**config.mk**
```make
export PLATFORM = sky130hd
export DESIGN_NAME = sos_output_status
export DESIGN_NICKNAME = d
export VERILOG_FILES = /design/src/core/sos_pkg.sv /design/src/core/sos_sw_if.sv /design/src/core/sos_output_status.sv /design/src/core/sos_switch_point.sv
export SDC_FILE = /design/constraint.sdc
export NUM_CORES = 1
export LEC_CHECK = 0
export BUFFER_PORTS_ARGS = -buffer_cell sky130_fd_sc_hd__buf_2
export CORE_MARGIN = 4
export CORE_UTILIZATION = 30
export DETAILED_ROUTE_END_ITERATION = 10
export GPL_ROUTABILITY_DRIVEN = 0
export PLACE_DENSITY = 0.55
export SLEW_MARGIN = 10
export SYNTH_ARGS = -nofsm -noshare
export SYNTH_HDL_FRONTEND = slang
export SYNTH_SLANG_ARGS = --single-unit
```
**constraint.sdc**
```tcl
create_clock -name clk_sys -period 7.2 [get_ports clk_sys]
set_input_delay 0 -clock clk_sys [delete_from_list [all_inputs] [get_ports clk_sys]]
set_output_delay 0 -clock clk_sys [all_outputs]
set_load 0.1 [all_outputs]
```
**src/core/sos_pkg.sv**
```systemverilog
// constants and types of the safe output and status block
package sos_pkg;
  // ---------------------------------------------------------------
  // timing
  // ---------------------------------------------------------------
  localparam int CLK_HZ = 10_000_000;
  localparam int CYC_PER_MS = CLK_HZ / 1000;
  localparam int READY_SHORT_MS = 2000;
  localparam int READY_LONG_MS = 8000;
  localparam int RELAY_SETTLE_MS = 20;
  localparam int FLASH_HALF_MS = 500;
  localparam int READY_SHORT_CYC = READY_SHORT_MS * CYC_PER_MS;
  localparam int READY_LONG_CYC = READY_LONG_MS * CYC_PER_MS;
  localparam int RELAY_SETTLE_CYC = RELAY_SETTLE_MS * CYC_PER_MS;
  localparam int FLASH_HALF_CYC = FLASH_HALF_MS * CYC_PER_MS;

  // ---------------------------------------------------------------
  // widths
  // ---------------------------------------------------------------
  localparam int NUM_OUT = 4;
  localparam int FREQ_W = 16;
  localparam int HYST_W = 12;
  localparam int ST_W = 4;

  // ---------------------------------------------------------------
  // register map
  // ---------------------------------------------------------------
  localparam logic [7:0] ADDR_CTRL = 8'h00;
  localparam logic [7:0] ADDR_STATUS = 8'h04;
  localparam logic [7:0] ADDR_MASK = 8'h08;
  localparam logic [7:0] ADDR_STATE = 8'h0C;
  localparam logic [7:0] ADDR_POINT0 = 8'h10;
  localparam logic [7:0] ADDR_RELAYPT = 8'h20;
  localparam logic [7:0] ADDR_LOCKCLR = 8'h24;
  localparam logic [31:0] CTRL_RST = 32'h0000_0000;
  localparam logic [31:0] POINT_RST = 32'h0000_0000;
  localparam logic [ST_W-1:0] MASK_RST = 4'h0;

  // control fields
  localparam int CTRL_INV_LSB = 0;
  localparam int CTRL_LOCK_LSB = 4;
  localparam int CTRL_MODE_LSB = 8;
  localparam int CTRL_MODE_W = 4;
  localparam int CTRL_RELAYLOCK_BIT = 12;
  // switch point fields
  localparam int PT_THR_LSB = 0;
  localparam int PT_HYST_LSB = 16;
  localparam int PT_CHSEL_BIT = 30;
  localparam int PT_OVER_BIT = 31;
  // status bits
  localparam int ST_RELAY_FAULT = 0;
  localparam int ST_ERROR = 1;
  localparam int ST_READY = 2;
  localparam int ST_TRIP = 3;

  typedef enum logic [1:0] {
    RUN_NORMAL = 2'b00,
    RUN_PROGRAM = 2'b01,
    RUN_FACTORY = 2'b10
  } sos_run_type;
endpackage

```
**src/core/sos_sw_if.sv**
```systemverilog
// settings and state of one switching point
`timescale 1ns/1ps
`default_nettype none
interface sos_sw_if;
  import sos_pkg::*;
  logic [FREQ_W-1:0] freq;
  logic [FREQ_W-1:0] thresh;
  logic [HYST_W-1:0] hyst;
  logic overSel;
  logic lockEn;
  logic lockClr;
  logic active;
  logic state;
  modport core (output freq, thresh, hyst, overSel, lockEn, lockClr, active, input state);
  modport point (input freq, thresh, hyst, overSel, lockEn, lockClr, active, output state);
endinterface
`default_nettype wire

```
**src/core/sos_output_status.sv**
```systemverilog
// output, relay, switch decode and status logic of the speed monitor
`timescale 1ns/1ps
`default_nettype none
// Function
// - four control outputs, each invertible, switched by stored switching points.
// - any error forces all four control outputs low, inversion ignored.
// - two relay coils driven together; series contact closes only with both.
// - relays energized only in fault-free normal run; released on error or trip.
// - forcibly guided closed feedback contact is read to watch the relays.
// - each switching point has a configurable hysteresis against chatter.
// - per-output lock holds the switched state after the point is passed.
// - switch a and b on is normal, a only is programming, a off factory.
// - ready after 2 s with report switch on, else self-test report, 8 s.
// - yellow lamp on in self-test or error, slow flash off-normal, else off.
// - parameters are set up from outside over the register port.
// - mode 0 dual input maps sensor one and two to the two encoder inputs.
// - mode 0 single-encoder variant bridges sensor two onto sensor one.
module sos_output_status #(
  parameter int READY_SHORT = sos_pkg::READY_SHORT_CYC,
  parameter int READY_LONG = sos_pkg::READY_LONG_CYC,
  parameter int RELAY_SETTLE = sos_pkg::RELAY_SETTLE_CYC,
  parameter int FLASH_HALF = sos_pkg::FLASH_HALF_CYC,
  parameter bit SINGLE_ENCODER = 1'b0
) (
  input wire logic clk_sys,
  input wire logic reset_n,
  input wire logic psel,
  input wire logic penable,
  input wire logic pwrite,
  input wire logic [7:0] paddr,
  input wire logic [31:0] pwdata,
  output logic [31:0] prdata,
  output logic pready,
  output logic pslverr,
  input wire logic runSelectSwitchA,
  input wire logic selftestReportSwitch,
  input wire logic runSelectSwitchB,
  input wire logic relayFeedback,
  input wire logic errorIn,
  input wire logic selfTestPass,
  input wire logic [sos_pkg::FREQ_W-1:0] freqSinCos1,
  input wire logic [sos_pkg::FREQ_W-1:0] freqSinCos2,
  output logic [sos_pkg::NUM_OUT-1:0] ctrlOut,
  output logic relayCoilA,
  output logic relayCoilB,
  output logic ledYellow,
  output logic selfTestMsg,
  output logic [sos_pkg::FREQ_W-1:0] sensorFreq1,
  output logic [sos_pkg::FREQ_W-1:0] sensorFreq2,
  output logic irq
);
  import sos_pkg::*;

  // ---------------------------------------------------------------
  // pin synchronisers
  // ---------------------------------------------------------------
  logic [3:0] pinMeta_r;
  logic [3:0] pinSync_r;
  logic swA;
  logic swReport;
  logic swB;
  logic fbClosed;

  always_ff @(posedge clk_sys or negedge reset_n) begin
    if (!reset_n) begin
      // feedback starts at its released level, switches off
      pinMeta_r <= 4'h8;
      pinSync_r <= 4'h8;
    end else begin
      pinMeta_r <= {relayFeedback, runSelectSwitchB, selftestReportSwitch, runSelectSwitchA};
      pinSync_r <= pinMeta_r;
    end
  end

  assign swA = pinSync_r[0];
  assign swReport = pinSync_r[1];
  assign swB = pinSync_r[2];
  assign fbClosed = pinSync_r[3];

  // ---------------------------------------------------------------
  // register file
  // ---------------------------------------------------------------
  logic [31:0] ctrl_r;
  logic [31:0] point_r [NUM_OUT+1];
  logic [ST_W-1:0] status_r;
  logic [ST_W-1:0] mask_r;
  logic [ST_W-1:0] statusSet;
  logic lockClr_r;
  logic wrEn;
  logic setupPhase;

  function automatic int pointIndex(input logic [7:0] addr);
    if (addr >= ADDR_POINT0 && addr <= ADDR_RELAYPT && addr[1:0] == 2'b00) begin
      return int'((addr - ADDR_POINT0) >> 2);
    end
    return -1;
  endfunction

  function automatic logic isMapped(input logic [7:0] addr);
    return addr == ADDR_CTRL || addr == ADDR_STATUS || addr == ADDR_MASK
      || addr == ADDR_STATE || addr == ADDR_LOCKCLR || pointIndex(addr) >= 0;
  endfunction

  assign setupPhase = psel && !penable;
  assign wrEn = psel && penable && pready && pwrite;

  always_ff @(posedge clk_sys or negedge reset_n) begin
    if (!reset_n) begin
      ctrl_r <= CTRL_RST;
      mask_r <= MASK_RST;
      lockClr_r <= 1'b0;
    end else begin
      lockClr_r <= wrEn && paddr == ADDR_LOCKCLR && pwdata[0];
      if (wrEn && paddr == ADDR_CTRL) begin
        ctrl_r <= pwdata;
      end
      if (wrEn && paddr == ADDR_MASK) begin
        mask_r <= pwdata[ST_W-1:0];
      end
    end
  end

  for (genvar i = 0; i <= NUM_OUT; i++) begin : gPointReg
    always_ff @(posedge clk_sys or negedge reset_n) begin
      if (!reset_n) begin
        point_r[i] <= POINT_RST;
      end else if (wrEn && pointIndex(paddr) == i) begin
        point_r[i] <= pwdata;
      end
    end
  end

  // status clears by writing ones, a set in the same cycle wins
  always_ff @(posedge clk_sys or negedge reset_n) begin
    if (!reset_n) begin
      status_r <= '0;
    end else if (wrEn && paddr == ADDR_STATUS) begin
      status_r <= (status_r & ~pwdata[ST_W-1:0]) | statusSet;
    end else begin
      status_r <= status_r | statusSet;
    end
  end

  always_ff @(posedge clk_sys or negedge reset_n) begin
    if (!reset_n) begin
      irq <= 1'b0;
    end else begin
      irq <= |((status_r | statusSet) & mask_r);
    end
  end

  // ---------------------------------------------------------------
  // apb answer, no wait state
  // ---------------------------------------------------------------
  logic [31:0] stateWord;
  logic ready_r;
  logic relayFault_r;
  logic relayCmd_r;
  sos_run_type runState_r;

  always_ff @(posedge clk_sys or negedge reset_n) begin
    if (!reset_n) begin
      pready <= 1'b0;
      pslverr <= 1'b0;
      prdata <= 32'h0000_0000;
    end else begin
      pready <= setupPhase;
      pslverr <= setupPhase && !isMapped(paddr);
      prdata <= 32'h0000_0000;
      if (setupPhase && !pwrite) begin
        if (paddr == ADDR_CTRL) begin
          prdata <= ctrl_r;
        end else if (paddr == ADDR_STATUS) begin
          prdata <= 32'(status_r);
        end else if (paddr == ADDR_MASK) begin
          prdata <= 32'(mask_r);
        end else if (paddr == ADDR_STATE) begin
          prdata <= stateWord;
        end else if (pointIndex(paddr) >= 0) begin
          prdata <= point_r[pointIndex(paddr)];
        end
      end
    end
  end

  // ---------------------------------------------------------------
  // run state and readiness
  // ---------------------------------------------------------------
  logic [31:0] readyCnt_r;
  logic [31:0] readyLimit;
  logic live;

  always_ff @(posedge clk_sys or negedge reset_n) begin
    if (!reset_n) begin
      runState_r <= RUN_FACTORY;
    end else if (!swA) begin
      runState_r <= RUN_FACTORY;
    end else if (swB) begin
      runState_r <= RUN_NORMAL;
    end else begin
      runState_r <= RUN_PROGRAM;
    end
  end

  assign readyLimit = swReport ? 32'(READY_SHORT) : 32'(READY_LONG);

  always_ff @(posedge clk_sys or negedge reset_n) begin
    if (!reset_n) begin
      readyCnt_r <= 32'h0000_0000;
      ready_r <= 1'b0;
      selfTestMsg <= 1'b0;
    end else begin
      if (!ready_r && readyCnt_r >= readyLimit - 32'd1) begin
        ready_r <= 1'b1;
      end
      if (!ready_r) begin
        readyCnt_r <= readyCnt_r + 32'd1;
      end
      selfTestMsg <= !ready_r && !swReport;
    end
  end

  assign live = ready_r && selfTestPass;

  // ---------------------------------------------------------------
  // sensor channel mapping
  // ---------------------------------------------------------------
  logic bridge;

  assign bridge = SINGLE_ENCODER && ctrl_r[CTRL_MODE_LSB +: CTRL_MODE_W] == 4'h0;

  always_ff @(posedge clk_sys or negedge reset_n) begin
    if (!reset_n) begin
      sensorFreq1 <= 16'h0000;
      sensorFreq2 <= 16'h0000;
    end else begin
      sensorFreq1 <= freqSinCos1;
      sensorFreq2 <= bridge ? freqSinCos1 : freqSinCos2;
    end
  end

  // ---------------------------------------------------------------
  // switching points
  // ---------------------------------------------------------------
  logic [NUM_OUT:0] pointState;

  for (genvar i = 0; i <= NUM_OUT; i++) begin : gPoint
    sos_sw_if sw ();
    assign sw.freq = point_r[i][PT_CHSEL_BIT] ? sensorFreq2 : sensorFreq1;
    assign sw.thresh = point_r[i][PT_THR_LSB +: FREQ_W];
    assign sw.hyst = point_r[i][PT_HYST_LSB +: HYST_W];
    assign sw.overSel = point_r[i][PT_OVER_BIT];
    assign sw.lockEn = (i < NUM_OUT) ? ctrl_r[CTRL_LOCK_LSB + i] : ctrl_r[CTRL_RELAYLOCK_BIT];
    assign sw.lockClr = lockClr_r;
    assign sw.active = live;
    assign pointState[i] = sw.state;
    sos_switch_point uPoint (
      .clk_sys(clk_sys),
      .reset_n(reset_n),
      .sw(sw.point)
    );
  end

  // ---------------------------------------------------------------
  // control outputs and relays
  // ---------------------------------------------------------------
  logic errAny;
  logic relayTrip;
  logic relayCmd_nxt;
  logic [31:0] settleCnt_r;
  logic fbMismatch;

  assign errAny = errorIn || relayFault_r;
  assign relayTrip = pointState[NUM_OUT];
  assign relayCmd_nxt = live && !errAny && runState_r == RUN_NORMAL && !relayTrip;

  always_ff @(posedge clk_sys or negedge reset_n) begin
    if (!reset_n) begin
      ctrlOut <= '0;
    end else if (errAny || !live) begin
      ctrlOut <= '0;
    end else begin
      ctrlOut <= pointState[NUM_OUT-1:0] ^ ctrl_r[CTRL_INV_LSB +: NUM_OUT];
    end
  end

  always_ff @(posedge clk_sys or negedge reset_n) begin
    if (!reset_n) begin
      relayCmd_r <= 1'b0;
      relayCoilA <= 1'b0;
      relayCoilB <= 1'b0;
    end else begin
      relayCmd_r <= relayCmd_nxt;
      relayCoilA <= relayCmd_nxt;
      relayCoilB <= relayCmd_nxt;
    end
  end

  // closed feedback contact must be the opposite of the coil
  assign fbMismatch = fbClosed == relayCmd_r;

  always_ff @(posedge clk_sys or negedge reset_n) begin
    if (!reset_n) begin
      settleCnt_r <= 32'h0000_0000;
      relayFault_r <= 1'b0;
    end else begin
      if (!fbMismatch || relayCmd_r != relayCmd_nxt) begin
        settleCnt_r <= 32'h0000_0000;
      end else if (settleCnt_r < 32'(RELAY_SETTLE) - 32'd1) begin
        settleCnt_r <= settleCnt_r + 32'd1;
      end else begin
        relayFault_r <= 1'b1;
      end
    end
  end

  // ---------------------------------------------------------------
  // yellow lamp and events
  // ---------------------------------------------------------------
  logic [31:0] flashCnt_r;
  logic flashPhase_r;
  logic errPrev_r;
  logic readyPrev_r;
  logic tripPrev_r;
  logic faultPrev_r;

  always_ff @(posedge clk_sys or negedge reset_n) begin
    if (!reset_n) begin
      flashCnt_r <= 32'h0000_0000;
      flashPhase_r <= 1'b0;
    end else if (flashCnt_r >= 32'(FLASH_HALF) - 32'd1) begin
      flashCnt_r <= 32'h0000_0000;
      flashPhase_r <= !flashPhase_r;
    end else begin
      flashCnt_r <= flashCnt_r + 32'd1;
    end
  end

  always_ff @(posedge clk_sys or negedge reset_n) begin
    if (!reset_n) begin
      ledYellow <= 1'b1;
    end else if (!live || errAny) begin
      ledYellow <= 1'b1;
    end else begin
      ledYellow <= runState_r != RUN_NORMAL && flashPhase_r;
    end
  end

  always_ff @(posedge clk_sys or negedge reset_n) begin
    if (!reset_n) begin
      errPrev_r <= 1'b0;
      readyPrev_r <= 1'b0;
      tripPrev_r <= 1'b0;
      faultPrev_r <= 1'b0;
    end else begin
      errPrev_r <= errorIn;
      readyPrev_r <= live;
      tripPrev_r <= relayTrip;
      faultPrev_r <= relayFault_r;
    end
  end

  always_comb begin
    statusSet = '0;
    statusSet[ST_RELAY_FAULT] = relayFault_r && !faultPrev_r;
    statusSet[ST_ERROR] = errorIn && !errPrev_r;
    statusSet[ST_READY] = live && !readyPrev_r;
    statusSet[ST_TRIP] = relayTrip && !tripPrev_r;
  end

  assign stateWord = {14'h0000, fbClosed, relayFault_r, relayCmd_r, errAny, selfTestPass,
    ready_r, runState_r, 1'b0, pointState, ctrlOut};
endmodule
`default_nettype wire

```
**src/core/sos_switch_point.sv**
```systemverilog
// one frequency switching point with hysteresis and lock
`timescale 1ns/1ps
`default_nettype none
module sos_switch_point (
  input wire logic clk_sys,
  input wire logic reset_n,
  sos_sw_if.point sw
);
  import sos_pkg::*;

  logic state_r;
  logic state_nxt;
  logic [FREQ_W:0] upper;
  logic [FREQ_W:0] lower;
  logic [FREQ_W:0] freqX;
  logic [FREQ_W:0] thrX;

  always_comb begin
    freqX = {1'b0, sw.freq};
    thrX = {1'b0, sw.thresh};
    upper = thrX + (FREQ_W+1)'(sw.hyst);
    lower = (thrX > (FREQ_W+1)'(sw.hyst)) ? thrX - (FREQ_W+1)'(sw.hyst) : '0;
    state_nxt = state_r;
    if (!sw.active) begin
      state_nxt = 1'b0;
    end else if (sw.lockEn && state_r && !sw.lockClr) begin
      state_nxt = 1'b1;
    end else if (sw.overSel) begin
      if (freqX > thrX) begin
        state_nxt = 1'b1;
      end else if (freqX < lower) begin
        state_nxt = 1'b0;
      end
    end else begin
      if (freqX < thrX) begin
        state_nxt = 1'b1;
      end else if (freqX > upper) begin
        state_nxt = 1'b0;
      end
    end
  end

  always_ff @(posedge clk_sys or negedge reset_n) begin
    if (!reset_n) begin
      state_r <= 1'b0;
    end else begin
      state_r <= state_nxt;
    end
  end

  assign sw.state = state_r;
endmodule
`default_nettype wire

```
Word-level counts from Yosys, hierarchy flattened
Index checks and enable logic that the tools add are counted.

storage, ports and cells
  bits of input ports = 83
  register bits after elaboration = 393
  output and inout port bits = 75

operators by class
  equal/unequal tests = 20
  $add $sub $neg = 15
  $lt $le $gt $ge = 33
  reduce and logical (&&, ||, !) cells = 75
  muxes and demuxes = 90
  bitwise operators = 9

operators by type and width
  operator                                                                                number
  32-bit 2-to-1 mux                                                                       25
  32-bit by 1-bit adder with 32-bit output (second input constant)                        3
  32-bit binary-select mux with 3-bit select                                              1
  16-bit by 12-bit adder with 17-bit output                                               5
  16-bit by 17-bit greater-than comparator with 1-bit output                              5
  16-bit by 17-bit less-than comparator with 1-bit output                                 5
  17-bit 2-to-1 mux                                                                       5
  16-bit by 12-bit subtractor with 17-bit output                                          5
  16-bit by 12-bit greater-than comparator with 1-bit output                              5
  16-bit greater-than comparator                                                          5
  16-bit less-than comparator                                                             5
  16-bit 2-to-1 mux                                                                       5
  32-bit by 3-bit equality test with 1-bit output (second input constant)                 2
  32-bit by 1-bit greater-or-equal comparator with 1-bit output (second input constant)   2
  1-bit 2-to-1 mux                                                                        49
  5-bit by 2-bit inequality test with 1-bit output (second input constant)                8
  1-bit logical AND                                                                       39
  32-bit by 2-bit equality test with 1-bit output (second input constant)                 1
  32-bit by 4-bit equality test with 1-bit output (second input constant)                 1
  32-bit by 23-bit greater-or-equal comparator with 1-bit output (second input constant)  1
  32-bit greater-or-equal comparator                                                      1
  32-bit by 4-bit greater-or-equal comparator with 1-bit output (second input constant)   1
  32-bit zero test                                                                        1
  32-bit by 18-bit less-than comparator with 1-bit output (second input constant)         1
  27 further kinds                                                                        61

Depth between registers and ports, before layout
  depth in word-level cells = 39
  mapped depth = 21
  mapped depth without buffers = 21

Modules after synthesis
From an unflattened synthesis, not the netlist that was laid out.

second synthesis, totals
  cell total of the unflattened synthesis = 3142
  area total of the unflattened synthesis = 30297.8 µm²

by module, submodules not included
  module                                    instances  cells each  area each (µm²)
  sos_output_status                         1          1400        17568.1
  sos_switch_point at gPoint[1].uPoint ...  3          353         2549.9
  sos_switch_point at gPoint[0].uPoint      1          354         2575.0
  sos_switch_point at gPoint[4].uPoint      1          329         2504.9

Least setup slack after synthesis
Ideal clock, no wire load.

  path kind = flip-flop to flip-flop
  start point = register point_r, in the netlist gPoint[4].sw.thresh[6]
  end point = register gPoint[4].uPoint.state_r
  required time = 7.075 ns
  arrival time = 4.133 ns
  path slack = 2.943 ns
  stages on the path, launching flop included = 17
  cell sequence = dfrtp_1 > ha_1 > or2_2 > o31a_1 > a41o_1 > a2111oi_0 > o2111ai_1 > clkbuf_1 > nand2_1 > ha_1 > a21oi_1 > nor2b_1 > a2111oi_0 > o211ai_1 > nor4b_1 > o21ai_0 > o2bb2ai_1

between the ends
  longest elaborated chain between the ends = 5
  elaborated cells between the ends (all ways) = 16

ends and longest elaborated chain
  what                                                                                            line                                            RTL
  start: declaration                                                                              sos_output_status.sv:84                         logic [31:0] point_r [NUM_OUT+1];
  start signal: indexed assignment                                                                sos_output_status.sv:128                        point_r[i] <= pwdata;
  16-bit by 12-bit subtractor with 17-bit output, or another cell as far along                    sos_switch_point.sv:22                          lower = (thrX > (FREQ_W+1)'(sw.hyst)) ? thrX - (FREQ_W+1)'(sw.hyst) : '0;
  17-bit 2-to-1 mux, or another cell as far along                                                 sos_switch_point.sv:22
  16-bit by 17-bit less-than comparator with 1-bit output or 1-bit 2-to-1 mux (tied branches)     sos_switch_point.sv:31, sos_switch_point.sv:28
  5-bit by 2-bit inequality test with 1-bit output (no line) or 1-bit 2-to-1 mux (tied branches)  --
  2-bit AND reduction (no line) or 1-bit 2-to-1 mux (tied branches)                               --
  end signal: assignment                                                                          sos_switch_point.sv:47                          state_r <= state_nxt;
  end: declaration                                                                                sos_switch_point.sv:11                          logic state_r;

Several ways; a longest one is shown, not always the timed one.
A chain may end at the register's enable or synchronous reset.

Final worst setup path
  start point = register point_r, in the netlist gPoint[4].sw.thresh[1]
  end point = register gPoint[4].uPoint.state_r

Same word-level chain as after synthesis.

==> results.py <==
metrics = {
    "status": {
        "outcome": "complete, no violations",
    },
    "cells_and_area": {
        "layout.cells.non_filler": 4631,
        "design_area_um2": 34370,
        "drive_gt1_frac": 0.1603,
        "area_growth_pct": 15.80,
        "final_nets": 3771,
    },
    "route": {
        "wl_per_cell_um": 24.40,
        "drtPass1Iterations": 6,
        "drc": 0,
        "drtAntennaViolNets": 0,
        "wl_um": 113000,
        "drt_iter0_drc": 2895,
        "num_vias": 25700,
        "vias_per_cell": 5.549,
    },
    "yosys": {
        "synth_edf_count": 0,
        "avgSynthCellArea_um2": 9.541,
        "async_flop_share": 1.000,
        "ys.flop_type": "dfrtp_1",
        "synth_cells": 3111,
        "yosysUniqueCellTypes": 87,
        "ys_seq_area_frac": 0.3315,
        "syn_area_um2": 29680,
        "synth_warnings": 0,
        "synth_seq_cells": 393,
    },
    "setup_path": {
        "r2r_setup_slack_ns": 2.28,
        "rr_endpoint": "gPoint[4].uPoint.sw.state",
        "cp.required_ns": 7.70,
        "r2r_start": "gPoint[4].sw.thresh[1]",
        "cp.arrival_ns": 5.42,
        "ff2ff_path_depth": 17,
        "cp-end-kind": "flop",
        "critPathKind": "reg -> reg",
        "critPathMaxFanout": 15,
        "cp-start-kind": "flop",
    },
    "placed_design": {
        "place_area_um2": 31850,
        "hpwl_um": 85910,
        "portBuffers": 157,
        "dp.cells": 4461,
        "place_ws_ns": 2.404,
    },
    "sta": {
        "fin_crit_ns": 4.919,
        "slew_headroom": 0.2722,
        "hold_viol": 0,
        "worst_slack_ns": 2.281,
        "fin_skew_ns": 0.04634,
        "rsz0062_at_grt": "false",
        "setup_violations": 0,
        "fmax_mhz": 203.3,
        "drv_slew": 0,
        "finalCritPeriodShare": 0.6832,
        "tns_ns": 0,
        "timing.hold.ws_ns": 0.01150,
        "worst_pin_slew_ns": 1.088,
    },
    "floorplanning": {
        "fp-row-count": 115,
        "dieArea_um2": 104000,
        "pin_count": 158,
        "die_y_um": 322.6,
        "coreArea_um2": 98280,
        "fp.dieW_um": 322.6,
        "initial_utilization": 0.3020,
    },
    "clock_tree": {
        "cts_root_buffer": "clkbuf_16",
        "cts_hold_buffers": 80,
        "worstSkewPairLatency_ns": 0.63,
        "cts_max_level": 2,
        "numClockSinks": 393,
        "cts_made_buffers": 46,
        "clk_pin_slew_ns": 0.07,
        "tritoncts": "done",
        "ctsLongestPathBuffers": 3,
        "postCtsSetupBuffers": 0,
        "cts_resized": 0,
    },
    "min_path": {
        "hold_class": "in -> async",
    },
    "power_and_ir_drop": {
        "internal_power_mw": 3.979,
        "combPwrFrac": 0.105,
        "pwr-share-clk": 0.482,
        "switching_power_mw": 1.521,
        "ir_drop_v": 0.0001858,
        "pwr-share-seq": 0.414,
        "cellLeakagePower_nw": 15.63,
        "pwr_density_cell_nw_per_um2": 160.0,
        "p_sw_frac": 0.2766,
    },
    "global_route": {
        "grt_pass1_vias": 24600,
        "antenna_found_initial": 17,
        "grt_start_max_net_pins": 166,
        "grt_pass1_wl_um": 164800,
        "overflow": 0,
        "track_usage": 0.2116,
    },
    "flow_run": {
        "cap_violations": 0,
    },
}
layout make-up:
| type | instances | area (um^2) |
|---|---|---|
| Antenna cell | 6 | 15.01 |
| Clock buffer | 54 | 1231 |
| Clock inverter | 30 | 462.9 |
| Fill cell | 9964 | 63900 |
| Inverter | 235 | 882.1 |
| Multi-Input combinational cell | 2361 | 18480 |
| Sequential cell | 393 | 9839 |
| Tap cell | 1287 | 1610 |
| Timing Repair Buffer | 265 | 1849 |
through the flow:
stage | utilization | total power [mW]
after floorplan | - | 2.577
after global placement | 0.3240 | 2.837
after detailed placement | 0.3240 | 2.838
after CTS | 0.3496 | 5.530
after global routing | 0.3497 | 5.673
final | 0.3498 | 5.500
Yosys cell counts (all sizes together), types with 62 or more instances:
cell type	number	area [um^2]
dfrtp	389	9734
ha	376	4705
mux2	272	3063
inv	233	874.6
nand2	211	792.0
nor2	206	773.2
a21oi	161	805.8
xnor2	137	1200
o21ai	108	540.5
clkbuf	103	386.6
a21o	90	675.7
nand3	79	395.4
nor3	62	310.3
power by group through the flow:
| stage | Clock, mW | Combinational [mW] | Sequential (mW) |
|---|---|---|---|
| after floorplan | 0 | 0.219 | 2.36 |
| after global placement | 0 | 0.525 | 2.31 |
| after detailed placement | 0 | 0.526 | 2.31 |
| after CTS | 2.69 | 0.566 | 2.27 |
| after global routing | 2.78 | 0.618 | 2.27 |
| final | 2.65 | 0.576 | 2.27 |
state kept, by name (all words and copies together), names as in the netlist, 15 cells and up:
| signal | count |
|---|---|
| readyCnt_r | 32 |
| sensorFreq2 | 16 |
| gPoint.sw.hyst | 60 |
| ctrl_r | 32 |
| point_r | 15 |
| sensorFreq1 | 16 |
| prdata | 32 |
| settleCnt_r | 32 |
| flashCnt_r | 32 |
| gPoint.sw.thresh | 80 |
layer usage:
layer / track usage / wire [um]
met1: 0.3013 / 49830
met3: 0.05590 / 12680
met2: 0.3124 / 46250
met4: 0.06576 / 4231
met5: 0 / 0
critical path, cell delays in order, from the launching register on:
cell and delay [ns]:
dfrtp_1 0.49, ha_1 0.39, a21oi_1 0.21, o2111ai_1 0.21, a41o_1 0.32, a2111oi_0 0.70, o2111ai_1 0.21, buf_4 0.23
nand3_1 0.08, ha_1 0.25, a21o_1 0.16, a21oi_1 0.14, nor2b_1 0.06, a2111oi_0 0.59, o211ai_1 0.21, nor4b_1 0.31
o21ai_0 0.11, o2bb2ai_1 0.13
logic make-up after synthesis:
kind of cell    Yosys count  synth area share
other cells               1         0.0001263
fa+ha+maj               386            0.1652
compound gates          676            0.1572
flops                   393            0.3315
buf+inv                 365           0.04750
mux                     283            0.1086
simple gates            824            0.1359
xor+xnor                183           0.05400
how the worst max path moves through the flow:
stage / startpoint / to / slack [ns] / cells past startpoint
floorplan: gPoint[4].sw.thresh[6] / gPoint[4].uPoint.sw.state / 2.94 / 16
global placement: gPoint[4].sw.thresh[1] / gPoint[4].uPoint.sw.state / 2.49 / 17
CTS: gPoint[4].sw.thresh[0] / gPoint[4].uPoint.sw.state / 2.40 / 19
finish: gPoint[4].sw.thresh[1] / gPoint[4].uPoint.sw.state / 2.28 / 17
detailed placement: gPoint[4].sw.thresh[1] / gPoint[4].uPoint.sw.state / 2.40 / 17
global route: gPoint[4].sw.thresh[0] / gPoint[4].uPoint.sw.state / 2.00 / 19
cell usage in the layout (no fill, tap or decap), drive strengths merged, types with 17 or more instances in the layout:
cell type    synthesis  layout
nand2              211     211
a21oi              161     161
o221ai              29      29
o21bai              23      23
inv                233     237
a211oi              34      34
o21ai              108     108
a221oi              17      17
nor4                27      27
nand3               79      79
dlygate4sd3          0      79
a22oi               20      20
buf                 27     186
and3                29      29
xor2                46      46
nor2               206     206
mux2               272     272
dfrtp              389     389
o211ai              18      18
xnor2              137     137
nor3                62      62
o21a                20      20
or3                 18      18
nand2b              32      32
nor2b               45      45
a21o                90      90
clkbuf             103      54
ha                 376     376
nand4               60      60
Note: power is estimated with default switching activity, not from simulation.
